[config.mk]
export PLATFORM = sky130hd
export DESIGN_NAME = ascp_top
export DESIGN_NICKNAME = d
export VERILOG_FILES = /design/src/design/ascp_pkg.sv /design/src/design/ascp_top.sv
export SDC_FILE = /design/constraint.sdc
export NUM_CORES = 1
export LEC_CHECK = 0
export BUFFER_PORTS_ARGS = -buffer_cell sky130_fd_sc_hd__buf_2
export CORE_UTILIZATION = 39
export CTS_CLUSTER_DIAMETER = 30
export DETAILED_ROUTE_END_ITERATION = 8
export GPL_ROUTABILITY_DRIVEN = 1
export PLACE_DENSITY = 0.63
export SKIP_CTS_REPAIR_TIMING = 1
export SYNTH_ARGS = -nofsm -noshare
export SYNTH_HDL_FRONTEND = slang
export SYNTH_SLANG_ARGS = --single-unit
[constraint.sdc]
create_clock -name core_clk -period 5.2 [get_ports core_clk]
set_input_delay 0.26 -clock core_clk [delete_from_list [all_inputs] [get_ports core_clk]]
set_output_delay 0.26 -clock core_clk [all_outputs]
set_load 0.1 [all_outputs]
[src/design/ascp_pkg.sv]
// Constants for the converter serial control port.
package ascp_pkg;
  // ---------------------------------------------------------------
  // Timing
  // ---------------------------------------------------------------
  localparam int CLK_PERIOD_NS = 10;
  localparam int CS_FILT_NS    = 1425;
  localparam int CS_FILT_CYC   = (CS_FILT_NS + CLK_PERIOD_NS - 1) / CLK_PERIOD_NS;
  localparam int CONV_NS       = 21000;
  localparam int CONV_CYC      = CONV_NS / CLK_PERIOD_NS;
  localparam int ABORT_NS      = 9000;
  localparam int ABORT_CYC     = ABORT_NS / CLK_PERIOD_NS;
  // ---------------------------------------------------------------
  // Framing and widths
  // ---------------------------------------------------------------
  localparam int RES_W      = 10;
  localparam int ADDR_W     = 4;
  localparam int SHORT_XFER = 10;
  localparam int LONG_XFER  = 16;
  localparam int ACQ_CLKS   = 6;
  localparam int ACQ_START  = SHORT_XFER - ACQ_CLKS;
  // ---------------------------------------------------------------
  // Self-test channels and reset values
  // ---------------------------------------------------------------
  localparam logic [3:0] ST_MID_ADDR  = 4'hB;
  localparam logic [3:0] ST_ZERO_ADDR = 4'hC;
  localparam logic [3:0] ST_FULL_ADDR = 4'hD;
  localparam logic [9:0] ST_MID_CODE  = 10'h200;
  localparam logic [9:0] ST_ZERO_CODE = 10'h000;
  localparam logic [9:0] ST_FULL_CODE = 10'h3FF;
  localparam logic [9:0] RESULT_RST   = 10'h000;
  typedef enum logic [0:0] {
    ASCP_IDLE = 1'b0,
    ASCP_CONV = 1'b1
  } ascp_conv_e;
endpackage

[src/design/ascp_top.sv]
// Serial control port, conversion sequencer and request FIFO of the converter.
// Contract
// - A select change counts only after it held for the filter interval.
// - After select falls, control inputs are ignored until the filter expires.
// - After select rises, address and serial clock are ignored within the filter; the code still counts serial clock edges until the filter expires.
// - Address bits in and result bits out are positive logic.
// - Ten-clock transfers work framed by select or with select held low.
// - Eleven to sixteen clock framed and sixteen clock unframed transfers work.
// - Self-test addresses 1011, 1100, 1101 give 512, 0 and 1023.
// - The channel is sampled over six serial clock periods per transfer.
// - Each conversion finishes at most 21 us after sampling ends; the code times 21 us from the FIFO pop, so a queued request finishes later.
// - Select falling within 9 us after the tenth falling clock aborts conversion.
`timescale 1ns/100ps

module ascp_fifo #(
  parameter int WIDTH = 14,
  parameter int DEPTH = 8
) (
  // Clock and reset
  input  wire logic             core_clk,
  input  wire logic             rst,
  // Fill side
  input  wire logic             in_valid,
  output logic                  in_ready,
  input  wire logic [WIDTH-1:0] in_data,
  // Drain side
  output logic                  out_valid,
  input  wire logic             out_ready,
  output logic [WIDTH-1:0]      out_data
);
  localparam int AW = $clog2(DEPTH);
  initial if (DEPTH < 2 || (1 << AW) != DEPTH || WIDTH < 1) $error("ascp_fifo: bad size");
  logic [WIDTH-1:0] mem [DEPTH];
  logic [AW:0]      wr_q;
  logic [AW:0]      rd_q;
  wire              push = in_valid && in_ready;
  wire              pop  = out_valid && out_ready;
  assign in_ready  = (wr_q - rd_q) != (AW+1)'(DEPTH);
  assign out_valid = wr_q != rd_q;
  assign out_data  = mem[rd_q[AW-1:0]];
  always_ff @(posedge core_clk) begin
    if (push) begin
      mem[wr_q[AW-1:0]] <= in_data;
    end
  end
  always_ff @(posedge core_clk or posedge rst) begin
    if (rst) begin
      wr_q <= '0;
      rd_q <= '0;
    end else begin
      if (push) begin
        wr_q <= wr_q + 1'b1;
      end
      if (pop) begin
        rd_q <= rd_q + 1'b1;
      end
    end
  end
endmodule // ascp_fifo

module ascp_top #(
  parameter int FIFO_DEPTH = 8
) (
  // Clock and reset
  input  wire logic       core_clk,
  input  wire logic       rst,
  // Serial pins
  input  wire logic       cs_n_pin,
  input  wire logic       io_clk_pin,
  input  wire logic       addr_pin,
  output logic            data_out,
  output logic            data_oe,
  output logic            eoc,
  // Analog front end sample, same clock
  input  wire logic [9:0] analog_code
);
  initial if (FIFO_DEPTH < 2) $error("ascp_top: FIFO_DEPTH too small");
  localparam int FILT_M1  = ascp_pkg::CS_FILT_CYC - 1;
  localparam int CONV_M1  = ascp_pkg::CONV_CYC - 1;
  localparam int FW       = ascp_pkg::ADDR_W + ascp_pkg::RES_W;

  function automatic logic [9:0] pick_code(input logic [3:0] ch, input logic [9:0] smp);
    case (ch)
      ascp_pkg::ST_MID_ADDR:  pick_code = ascp_pkg::ST_MID_CODE;
      ascp_pkg::ST_ZERO_ADDR: pick_code = ascp_pkg::ST_ZERO_CODE;
      ascp_pkg::ST_FULL_ADDR: pick_code = ascp_pkg::ST_FULL_CODE;
      default:                pick_code = smp;
    endcase
  endfunction

  // ---------------------------------------------------------------
  // Pin synchronisers
  // ---------------------------------------------------------------
  logic [1:0] cs_s_q, clk_s_q, adr_s_q;
  logic       clk_d_q;
  always_ff @(posedge core_clk or posedge rst) begin
    if (rst) begin
      cs_s_q  <= 2'h3;
      clk_s_q <= 2'h0;
      adr_s_q <= 2'h0;
      clk_d_q <= 1'b0;
    end else begin
      cs_s_q  <= {cs_s_q[0], cs_n_pin};
      clk_s_q <= {clk_s_q[0], io_clk_pin};
      adr_s_q <= {adr_s_q[0], addr_pin};
      clk_d_q <= clk_s_q[1];
    end
  end
  wire sel_lvl = !cs_s_q[1];

  // ---------------------------------------------------------------
  // Select filter: noise pulses shorter than the interval are dropped
  // ---------------------------------------------------------------
  logic        sel_q;
  logic [11:0] filt_q;
  always_ff @(posedge core_clk or posedge rst) begin
    if (rst) begin
      sel_q  <= 1'b0;
      filt_q <= '0;
    end else if (sel_lvl == sel_q) begin
      filt_q <= '0;
    end else if (filt_q == 12'(FILT_M1)) begin
      sel_q  <= sel_lvl;
      filt_q <= '0;
    end else begin
      filt_q <= filt_q + 12'h001;
    end
  end
  logic sel_d1_q;
  always_ff @(posedge core_clk or posedge rst) begin
    if (rst) sel_d1_q <= 1'b0;
    else     sel_d1_q <= sel_q;
  end
  wire sel_fall = sel_q && !sel_d1_q;
  // Serial clock only counts while the filtered select is active
  wire rise = sel_q && clk_s_q[1] && !clk_d_q;
  wire fall = sel_q && !clk_s_q[1] && clk_d_q;

  // ---------------------------------------------------------------
  // Transfer framing
  // ---------------------------------------------------------------
  logic [4:0] rcnt_q, fcnt_q;
  logic [3:0] addr_q;
  logic [9:0] smp_q;
  logic       acq_q, saw11_q, done_p;
  logic       push_ok;
  wire tenth = fall && fcnt_q == 5'(ascp_pkg::SHORT_XFER - 1);
  // A ten-clock transfer without the 11th rising edge ends at completion
  wire xfer_end = !sel_q || (fall && fcnt_q == 5'(ascp_pkg::LONG_XFER - 1))
                  || (done_p && !saw11_q && fcnt_q >= 5'(ascp_pkg::SHORT_XFER));
  always_ff @(posedge core_clk or posedge rst) begin
    if (rst) begin
      rcnt_q  <= '0;
      fcnt_q  <= '0;
      saw11_q <= 1'b0;
      addr_q  <= '0;
    end else if (xfer_end) begin
      rcnt_q  <= '0;
      fcnt_q  <= '0;
      saw11_q <= 1'b0;
    end else begin
      if (rise) begin
        rcnt_q <= rcnt_q + 5'h01;
        if (rcnt_q < 5'(ascp_pkg::ADDR_W)) addr_q <= {addr_q[2:0], adr_s_q[1]};
        if (rcnt_q == 5'(ascp_pkg::SHORT_XFER)) saw11_q <= 1'b1;
      end
      if (fall) fcnt_q <= fcnt_q + 5'h01;
    end
  end
  // Acquisition: from the fourth to the tenth falling edge
  always_ff @(posedge core_clk or posedge rst) begin
    if (rst) begin
      acq_q <= 1'b0;
      smp_q <= '0;
    end else if (!sel_q || tenth) begin
      acq_q <= 1'b0;
      if (tenth) smp_q <= analog_code;
    end else if (fall && fcnt_q == 5'(ascp_pkg::ACQ_START - 1)) begin
      acq_q <= 1'b1;
    end
  end

  // ---------------------------------------------------------------
  // Request FIFO and conversion engine
  // ---------------------------------------------------------------
  logic          f_ready, f_valid;
  logic [FW-1:0] f_data;
  ascp_pkg::ascp_conv_e st_q;
  logic [11:0]   conv_q;
  logic [9:0]    abort_q;
  logic [9:0]    result_q;
  wire           abort = sel_fall && abort_q != '0;
  // A full FIFO refuses the request; that transfer yields no conversion
  assign push_ok = tenth && f_ready;
  ascp_fifo #(.WIDTH(FW), .DEPTH(FIFO_DEPTH)) u_fifo (
    .core_clk  (core_clk),
    .rst       (rst),
    .in_valid  (tenth),
    .in_ready  (f_ready),
    .in_data   ({addr_q, analog_code}),
    .out_valid (f_valid),
    .out_ready (st_q == ascp_pkg::ASCP_IDLE && !abort),
    .out_data  (f_data)
  );
  always_ff @(posedge core_clk or posedge rst) begin
    if (rst) begin
      abort_q <= '0;
    end else if (tenth) begin
      abort_q <= 10'(ascp_pkg::ABORT_CYC);
    end else if (abort_q != '0) begin
      abort_q <= abort_q - 10'h001;
    end
  end
  logic [FW-1:0] job_q;
  always_ff @(posedge core_clk or posedge rst) begin
    if (rst) begin
      st_q     <= ascp_pkg::ASCP_IDLE;
      conv_q   <= '0;
      job_q    <= '0;
      result_q <= ascp_pkg::RESULT_RST;
      done_p   <= 1'b0;
    end else begin
      done_p <= 1'b0;
      case (st_q)
        ascp_pkg::ASCP_IDLE: begin
          if (f_valid && !abort) begin
            st_q   <= ascp_pkg::ASCP_CONV;
            job_q  <= f_data;
            conv_q <= '0;
          end
        end
        ascp_pkg::ASCP_CONV: begin
          if (abort) begin
            st_q <= ascp_pkg::ASCP_IDLE;
          end else if (conv_q == 12'(CONV_M1)) begin
            st_q     <= ascp_pkg::ASCP_IDLE;
            result_q <= pick_code(job_q[FW-1 -: 4], job_q[9:0]);
            done_p   <= 1'b1;
          end else begin
            conv_q <= conv_q + 12'h001;
          end
        end
        default: st_q <= ascp_pkg::ASCP_IDLE;
      endcase
    end
  end

  // ---------------------------------------------------------------
  // Pin outputs
  // ---------------------------------------------------------------
  logic [9:0] out_sr_q;
  always_ff @(posedge core_clk or posedge rst) begin
    if (rst) begin
      eoc <= 1'b1;
    end else if (push_ok) begin
      eoc <= 1'b0;
    end else if (done_p || (abort && !eoc)) begin
      eoc <= 1'b1;
    end
  end
  always_ff @(posedge core_clk or posedge rst) begin
    if (rst) begin
      out_sr_q <= ascp_pkg::RESULT_RST;
      data_oe  <= 1'b0;
    end else begin
      data_oe <= sel_q;
      if (done_p) out_sr_q <= pick_code(job_q[FW-1 -: 4], job_q[9:0]);
      else if (sel_fall || xfer_end) out_sr_q <= result_q;
      else if (fall) out_sr_q <= {out_sr_q[8:0], 1'b0};
    end
  end
  assign data_out = out_sr_q[9];

  // ---------------------------------------------------------------
  // Checks
  // ---------------------------------------------------------------
  localparam int CHK_CONV = ascp_pkg::CONV_CYC + 2;
  // Conversion length is counted here, the bound is too long for a delay range
  logic [11:0] chk_cyc_q;
  always_ff @(posedge core_clk or posedge rst) begin
    if (rst) begin
      chk_cyc_q <= '0;
    end else if (st_q == ascp_pkg::ASCP_CONV) begin
      chk_cyc_q <= chk_cyc_q + 12'h001;
    end else begin
      chk_cyc_q <= '0;
    end
  end
endmodule // ascp_top

[After elaboration in Yosys (flattened, before gate mapping)]
Memory sizes are Yosys's and may differ from the RTL's. A register that Yosys moved wholly into a read port is not among the register bits.
Cells that the tools add are included.
Word-level totals
  bits in writable memories: 112
  output and inout port bits: 3
  input bits: 15
  register bits: 89
  logic and storage cells: 119
  memories kept: 1
Cells by class
  eq/ne operators: 14
  reduce and logical (&&, ||, !) cells: 40
  magnitude comparators: 2
  mux-type cells: 30
  bitwise logic cells: 4
  add/sub/neg operators: 8
Memory list
  u_fifo.mem: words 8, width 14, read ports 1, clocked after Yosys merged registers in 1, wr ports 1, line ascp_top.sv:33  | logic [WIDTH-1:0] mem [DEPTH];
Operator list (number)
  2-to-1 mux 12 bit: 5
  2-to-1 mux 10 bit: 5
  one-hot mux 10 bit (3 select lines): 1
  adder 12 x 1 -> 12 bit (second input constant): 2
  one-hot mux 12 bit (2 select lines): 1
  2-to-1 mux 5 bit: 4
  equality test 5 x 4 -> 1 bit (second input constant): 3
  logical AND 1 bit: 15
  2-to-1 mux 1 bit: 13
  equality test 12 bit (second input constant): 1
  equality test 12 x 8 -> 1 bit (second input constant): 1
  equality test 4 bit (second input constant): 3
  adder 5 x 1 -> 5 bit (second input constant): 2
  nonzero test 10 bit: 1
  nonzero test 2 bit: 5
  subtractor 10 x 1 -> 10 bit (second input constant): 1
  AND reduction 3 bit: 3
  adder 4 x 1 -> 4 bit (second input constant): 2
  logical NOT 1 bit: 8
  AND reduction 2 bit: 3
  greater-or-equal comparator 5 x 4 -> 1 bit (second input constant): 1
  less-than comparator 5 x 3 -> 1 bit (second input constant): 1
  logical OR 1 bit: 4
  inequality test 2 bit (second input constant): 2
  8 further kinds: 11

[Longest topological paths before layout]
Gate-level depths: netlist of the first run.
  depth after elaboration: 9
  depth in mapped cells: 10
  gate-level depth less buffers: 8

[Cells and area by module]
Synthesis of the first run repeated with hierarchy kept, for this count alone.
Unflattened totals
  cells, all modules: 670
  area, all modules: 9311.4 um^2
Modules (own cells, without submodules)
  ascp_fifo: instances 1, cells each 247, area each 4764.6 um^2
  ascp_top: instances 1, cells each 423, area each 4546.9 um^2

[Worst setup path after synthesis of the first run]
Ideal clock, no wire load.
  path type: flip-flop to flip-flop
  start point: reg u_fifo.rd_q[2]
  end point: mem u_fifo.mem[2][0], enable pin
  required time: 4.778 ns
  setup time: 0.422 ns
  stages on the path, launching flop included: 11
  buffers on the path: 3
  clock period less this slack: 3.673 ns
  setup slack: 1.527 ns
  arrival: 3.252 ns
  cells stage by stage: dfrtp_1 > clkbuf_1 > inv_1 > clkbuf_1 > ha_1 > nor4bb_1 > a21oi_1 > or3b_1 > and2_1 > buf_2 > nor4bb_1
Between the ends
  word-level cells in the longest chain between the ends: 5
Ends and longest elaborated chain
  start, declared: line ascp_top.sv:35  | logic [AW:0] rd_q;
  start signal, assigned: line ascp_top.sv:55  | rd_q <= rd_q + 1'b1;
  subtractor 4 bit: line ascp_top.sv:38  | assign in_ready = (wr_q - rd_q) != (AW+1)'(DEPTH);
  inequality test 4 bit: line ascp_top.sv:38
  logical AND 1 bit: line ascp_top.sv:36  | wire push = in_valid && in_ready;
  2-to-1 mux 1 bit: line ascp_top.sv:42  | if (push) begin
  2-to-1 mux 1 bit (not written as such): line ascp_top.sv:43  | mem[wr_q[AW-1:0]] <= in_data;
  end, declared: line ascp_top.sv:33
Every way passes these cells.

[Worst setup path after layout of the first run]
  start point: reg u_fifo.rd_q[2]
  end point: mem u_fifo.mem[2][1], enable pin
The elaborated chain is that of the path after synthesis.

==> results.md, run 1 <==
- Fillers: 1989
- Pwr Density: 404.2 mW/mm2
- Reg2Reg Depth: 6
- Net Sw Frac: 21.78%
- HPWL after detailed placement: 11890 um
- Largest net degree at the start of global routing: 68
- Core area: 0.02285 mm2
- Final setup fails: 0
- Hold Fails Final Rpt: 0
- Die area: 0.02417 mm2
- Ys flop type: edfxtp_1
- Yosys warning total: 0
- Die Y: 155.5 um
- Run status: complete, no violations
- Critical R2R Capture: u_fifo.mem[2][1]$_DFFE_PP_
- Critical path arrival: 3.58 ns
- GRT Total Usage: 16.08%
- CP Capture Type: flip-flop
- R2r startpoint: u_fifo.rd_q[2]$_DFFE_PP0P_
- Routed length per instance: 17.28 um
- PortBufs: 17
- Routability Congestion: 0.8921
- Later-pin clock latency in the skew report: 0.53 ns
- Clk buf depth: 3
- Final Critical Period: 3.437 ns
- Slew margin rel.: 32.49%
- Final Max Tran Viols: 0
- Number of flops mapped to enable cells by yosys: 112
- Die width: 155.5 um
- Critical-path maximum fanout: 17
- Share of cells above drive strength 1: 19.87%
- Syn avg cell area: 13.73 um2
- Clk sinks: 215
- Routed WL: 18280 um
- Switching Power: 0.9694 mW
- Worst-path clk slew: 0.05 ns
- CP required: 5.35 ns
- Worst Hold Path EP: u_fifo.mem[0][6]$_DFFE_PP_
- Synth Instances: 669
- Starting Density: 40.21%
- H-tree Lvls: 2
- Ant. Diodes: 0
- DR iter-0 viols: 376
- Total negative slack: 0 ns
- Logic gate share of total power: 0.9%
- Final Skew: 0.01974 ns
- Placed Cells: 978
- Max Clk Rate: 291.0 MHz
- I/O pins: 18
- Router iterations before antenna repair: 5
- FF-to-FF setup slack: 1.76 ns
- Worst min path class: input pin to flip-flop
- Nets: 742
- DR vias: 5408
- Area Overhead vs Synth: 19.83%
- Post-Layout Cell Count: 1058
- Post-synthesis sequential area ratio: 64.71%
- FP Rows: 55
- Async set-reset flop share out of synthesis: 47.91%
- Slew at the pin with the worst max-slew slack: 1.009 ns
- Synth Cell Area: 0.009186 mm2
- Yosys cell types: 54
- CTS buffer count: 41
- Crit start category: flip-flop
- DRC: 0
- Initial antenna violation count: 0
- Post-synthesis register bit count: 215
- First-pass GRT wire length: 30080 um
- Leak: 4.137 nW
- Vias in the first global route: 5651
- RSZ-0062 raised after global routing: no
- Grt total ovfl: 0
- CTS tree: built
- Syn nets: 699
- Root Driver: clkbuf_16
- Crit Path Category: flip-flop to flip-flop
- Hold Path Stages: 1
- Clk pwr share: 58.6%
- Internal: 3.481 mW
- Antenna-violating nets left: 0
- Hold Startpoint: analog_code[6]
- Fin crit share: 66.09%
- Sequential Power Share: 40.5%
- Vias per cell: 5.112
- Worst IR Drop VDD: 0.3737 mV
- Max cap viols: 0
## how the worst max path moves through the flow
stage                          startpoint                    endpoint  slack (ns)  depth (start not counted)
6_report       u_fifo.rd_q[2]$_DFFE_PP0P_  u_fifo.mem[2][1]$_DFFE_PP_        1.76                          6
5_1_grt        u_fifo.rd_q[2]$_DFFE_PP0P_  u_fifo.mem[2][1]$_DFFE_PP_        1.48                          6
4_1_cts        u_fifo.rd_q[2]$_DFFE_PP0P_  u_fifo.mem[2][1]$_DFFE_PP_        1.75                          6
3_5_place_dp   u_fifo.rd_q[2]$_DFFE_PP0P_  u_fifo.mem[2][7]$_DFFE_PP_        1.76                          6
3_3_place_gp   u_fifo.rd_q[2]$_DFFE_PP0P_  u_fifo.mem[2][1]$_DFFE_PP_        2.01                          7
2_1_floorplan  u_fifo.rd_q[2]$_DFFE_PP0P_  u_fifo.mem[2][0]$_DFFE_PP_        1.53                         10
## state kept, by name, indices dropped and copies added, names as in the netlist, 5 cells and up
register / cells
u_fifo.mem: 112
job_q: 14
conv_q: 12
filt_q: 12
abort_q: 10
out_sr_q: 10
result_q: 10
fcnt_q: 5
rcnt_q: 5
## cell usage in the layout, fill, tap and decap left out, drive strengths merged, types with 19 or more instances in the layout
cell / netlist / routed
buf: 12 / 24
edfxtp: 112 / 112
xnor2: 22 / 22
o21ai: 22 / 22
nand2: 85 / 85
mux4: 28 / 28
xor2: 19 / 19
nand3: 19 / 19
dfrtp: 100 / 100
nor2: 67 / 67
clkbuf: 16 / 42
inv: 17 / 26
## layer usage
| metal | GRT usage (%) | share of wire, % | up-vias |
|---|---|---|---|
| met5 | 0 | 0 | - |
| met4 | 7.703 | 3.4 | 0 |
| met3 | 3.677 | 5.1 | 39 |
| met2 | 25.58 | 48 | 139 |
| met1 | 20.84 | 44 | 2686 |
| li1 | - | - | 2544 |
## synthesized netlist by cell type, types with 16 or more instances
cell type / number / area (um2)
nor2_1: 67 / 251.5
nand3_1: 19 / 95.09
edfxtp_1: 112 / 3363
inv_1: 17 / 63.81
mux4_2: 28 / 630.6
xor2_1: 19 / 166.4
o21ai_0: 16 / 80.08
dfrtp_1: 100 / 2502
nand2_1: 85 / 319.1
mux2i_1: 18 / 180.2
xnor2_1: 22 / 192.7
## stage by stage
step                setup WS, ns  instance area [um2]  util [%]  hold slack, ns  power (mW)
floorplan                  1.527                 9186         -          0.2645       1.851
detailed placement         1.761                 9588     41.97          0.3523       1.873
global placement           2.009                 9588     41.97          0.3436       1.872
CTS                        1.750                10970     48.01         -0.1747       4.494
finish                     1.763                11010     48.18         0.02919       4.450
global route               1.484                11010     48.18         0.02983       4.585
## cell families (layout without fill, tap and decap cells)
logic type / Yosys count / in the layout / synth area share (%)
muxes: 52 / 52 / 9.561
and+or+nand+nor: 244 / 244 / 13.33
DFF: 215 / 215 / 64.71
AOI/OAI and AO/OA: 57 / 57 / 4.154
xor gates and xnor gates: 41 / 41 / 3.909
buffers and inverters: 45 / 121 / 2.288
adders and majority gates: 15 / 15 / 2.043
## area by class of cell
cell class / count / area [um2] / share of cell area, %
sequential: 215 / 5946 / 54.01
multi-input combinational: 409 / 3047 / 27.68
clock buffer: 42 / 1030 / 9.354
tap: 313 / 391.6 / 3.558
clock inverter: 34 / 350.3 / 3.183
timing repair buffer: 28 / 177.7 / 1.614
inverter: 17 / 66.31 / 0.6024
## worst max-delay path, stage by stage, from the launching register on
cell and delay (ns):
dfrtp_1 0.63, inv_1 0.32, ha_1 0.49, nor3_1 0.09, a21oi_1 0.29, and2_1 0.40
nor4bb_4 0.83
## power groups by stage
stage | logic, mW | clock network, mW | registers [mW]
3_5_place_dp | 0.0403 | 0 | 1.83
3_3_place_gp | 0.0389 | 0 | 1.83
5_1_grt | 0.0477 | 2.74 | 1.80
6_report | 0.0410 | 2.61 | 1.80
2_1_floorplan | 0.0183 | 0 | 1.83
4_1_cts | 0.0406 | 2.65 | 1.80
Power figures use the tool's default switching activity.
==> inputs of run 2 (changes only) <==
==> constraint.sdc (replaced) <==
create_clock -name core_clk -period 3.34 [get_ports core_clk]
set_input_delay 0.167 -clock core_clk [delete_from_list [all_inputs] [get_ports core_clk]]
set_output_delay 0.167 -clock core_clk [all_outputs]
set_load 0.1 [all_outputs]
==> results.md, run 2 (same netlist as run 1, synthesis figures left out) <==
- Grt total ovfl: 0 (unchanged)
- Hold Fails Final Rpt: 0 (unchanged)
- PortBufs: 17 (unchanged)
- Placed Cells: 984 (+0.61%)
- Worst-path clk slew: 0.05 ns (about the same)
- Slew at the pin with the worst max-slew slack: 0.9904 ns (-0.01843 ns)
- Max reg flops: 112 (unchanged)
- I/O pins: 18 (unchanged)
- Pwr Density: 629.9 mW/mm2 (+56%)
- Final Critical Period: 2.944 ns (-0.4922 ns)
- Total negative slack: 0 ns (unchanged)
- Initial antenna violation count: 0 (unchanged)
- Area Overhead vs Synth: 22.27%
- Crit start category: flip-flop
- Final setup fails: 0 (unchanged)
- HPWL after detailed placement: 11290 um (-5.0%)
- Most common cell after layout, fill and taps aside: edfxtp_1
- Final Max Tran Viols: 0 (unchanged)
- Core area: 0.02285 mm2 (unchanged)
- Routed length per instance: 16.61 um (-3.8%)
- Vias per cell: 5.050 (-1.2%)
- Fin crit share: 88.16% (+22 points)
- Max cap viols: 0 (unchanged)
- Critical path arrival: 3.08 ns (-0.50 ns)
- Slew margin rel.: 33.87% (+1.4 points)
- Crit Path Category: flip-flop to flip-flop
- Multi-input gate area: 0.003047 mm2 (unchanged)
- CTS buffer count: 43 (+4.9%)
- Clk buf depth: 3 (unchanged)
- Leak: 4.260 nW (+3.0%)
- Run status: complete, no violations
- RSZ-0062 raised after global routing: no
- Die width: 155.5 um (unchanged)
- Later-pin clock latency in the skew report: 0.52 ns (about the same)
- FP Rows: 55 (unchanged)
- Vias in the first global route: 5735 (+1.5%)
- Post-Layout Cell Count: 1077 (+1.8%)
- Die area: 0.02417 mm2 (unchanged)
- DR iter-0 viols: 397 (+5.6%)
- CP required: 3.48 ns (-1.87 ns)
- CTS tree: built
- Most frequent cells in the layout: edfxtp_1, dfrtp_1, nand2_1, nor2_1, clkbuf_16
- Die Y: 155.5 um (unchanged)
- CP Capture Type: flip-flop
- Antenna-violating nets left: 0 (unchanged)
- DRC: 0 (unchanged)
- Fillers: 1993 (+0.20%)
- Final Skew: 0.01894 ns (-0.0007998 ns)
- Ant. Diodes: 0 (unchanged)
- Worst IR Drop VDD: 0.3901 mV (+4.4%)
- Critical-path maximum fanout: 14 (-3)
- H-tree Lvls: 2 (unchanged)
- Storage cell area: 0.005946 mm2 (unchanged)
- Root Driver: clkbuf_16
- Worst min path class: input pin to async pin
- DR vias: 5439 (+0.57%)
- Starting Density: 40.21% (unchanged)
- Max Clk Rate: 339.6 MHz (+17%)
- R2r startpoint: sel_q$_DFFE_PP0P_
- Nets: 760 (+2.4%)
- First-pass GRT wire length: 29520 um (-1.9%)
- Largest net degree at the start of global routing: 62 (-8.8%)
- Clk sinks: 215 (unchanged)
- Share of cells above drive strength 1: 19.90% (+0.030 points)
- Routed WL: 17890 um (-2.1%)
- Routability Congestion: 0.8059 (-9.7%)
- Router iterations before antenna repair: 4 (-1)
- Crit path launch: sel_q$_DFFE_PP0P_
- GRT Total Usage: 15.74% (-0.34 points)
==> run 2: cell count changes in the layout (fill, tap and decap cells not counted), sizes merged <==
cell | previous run | this run
buf | 24 | 30
bufinv | 4 | 5
clkbuf | 42 | 52
clkinvlp | 11 | 6
dlygate4sd3 | 4 | 14
inv | 26 | 23
==> run 2: final cells by class <==
cell class                      instances  area share, %
Clock buffer                           52          10.15
Timing Repair Buffer                   44          2.985
Sequential cell                       215          52.94
Multi-Input combinational cell        409          27.12
Tap cell                              313          3.487
Inverter                               17         0.5904
Clock inverter                         27          2.729
==> run 2: where the power goes <==
part | leakage, nW | switching [mW] | internal (mW)
registers | 2.35 | 0.00714 | 2.80
clock network | 0.692 | 1.36 | 2.83
logic | 1.22 | 0.0500 | 0.0248
==> run 2: critical path, cell delays in order (launching register included) <==
cell	delay, ns
dfrtp_1	0.46
and3b_1	0.24
nand4_1	0.31
a21oi_1	0.32
and2_1	0.37
nor4bb_4	0.87
==> run 2: worst paths after layout <==
kind | end | slack [ns] | cells past startpoint
worst max-delay path | u_fifo.mem[2][11]$_DFFE_PP_ | 0.40 | 5
worst min-delay path | st_q$_DFF_PP0_ | 0.27 | 3
worst max register to register | u_fifo.mem[2][11]$_DFFE_PP_ | 0.40 | 5
worst min register to register | adr_s_q[1]$_DFF_PP0_ | 0.34 | 0
max in group asynchronous | eoc$_DFFE_PP1P_ | 2.30 | 4
min in group core_clk | cs_s_q[0]$_DFF_PP1_ | 0.31 | 2
==> run 2: metal layers <==
layer	global-route usage, %	wire length, um	part of all wire, %	vias to the layer above
met3	3.593	735	4.1	36
met1	20.71	8379	47	2702
li1	-	-	-	2589
met5	0	0	0	-
met2	25.15	8317	46	112
met4	6.489	461	2.6	0
==> run 2: metrics by stage <==
step	hold slack (ns)	cell area [um2]	power, mW	util (%)	setup slack (ns)
6_report	0.2744	11230	7.075	49.16	0.3956
2_1_floorplan	0.1715	9193	2.881	-	0.1925
4_1_cts	-0.2683	11090	7.147	48.55	0.4076
5_1_grt	0.3136	11230	7.293	49.16	0.2189
3_3_place_gp	0.2609	9646	2.915	42.22	0.5163
3_5_place_dp	0.2720	9646	2.919	42.22	0.4157
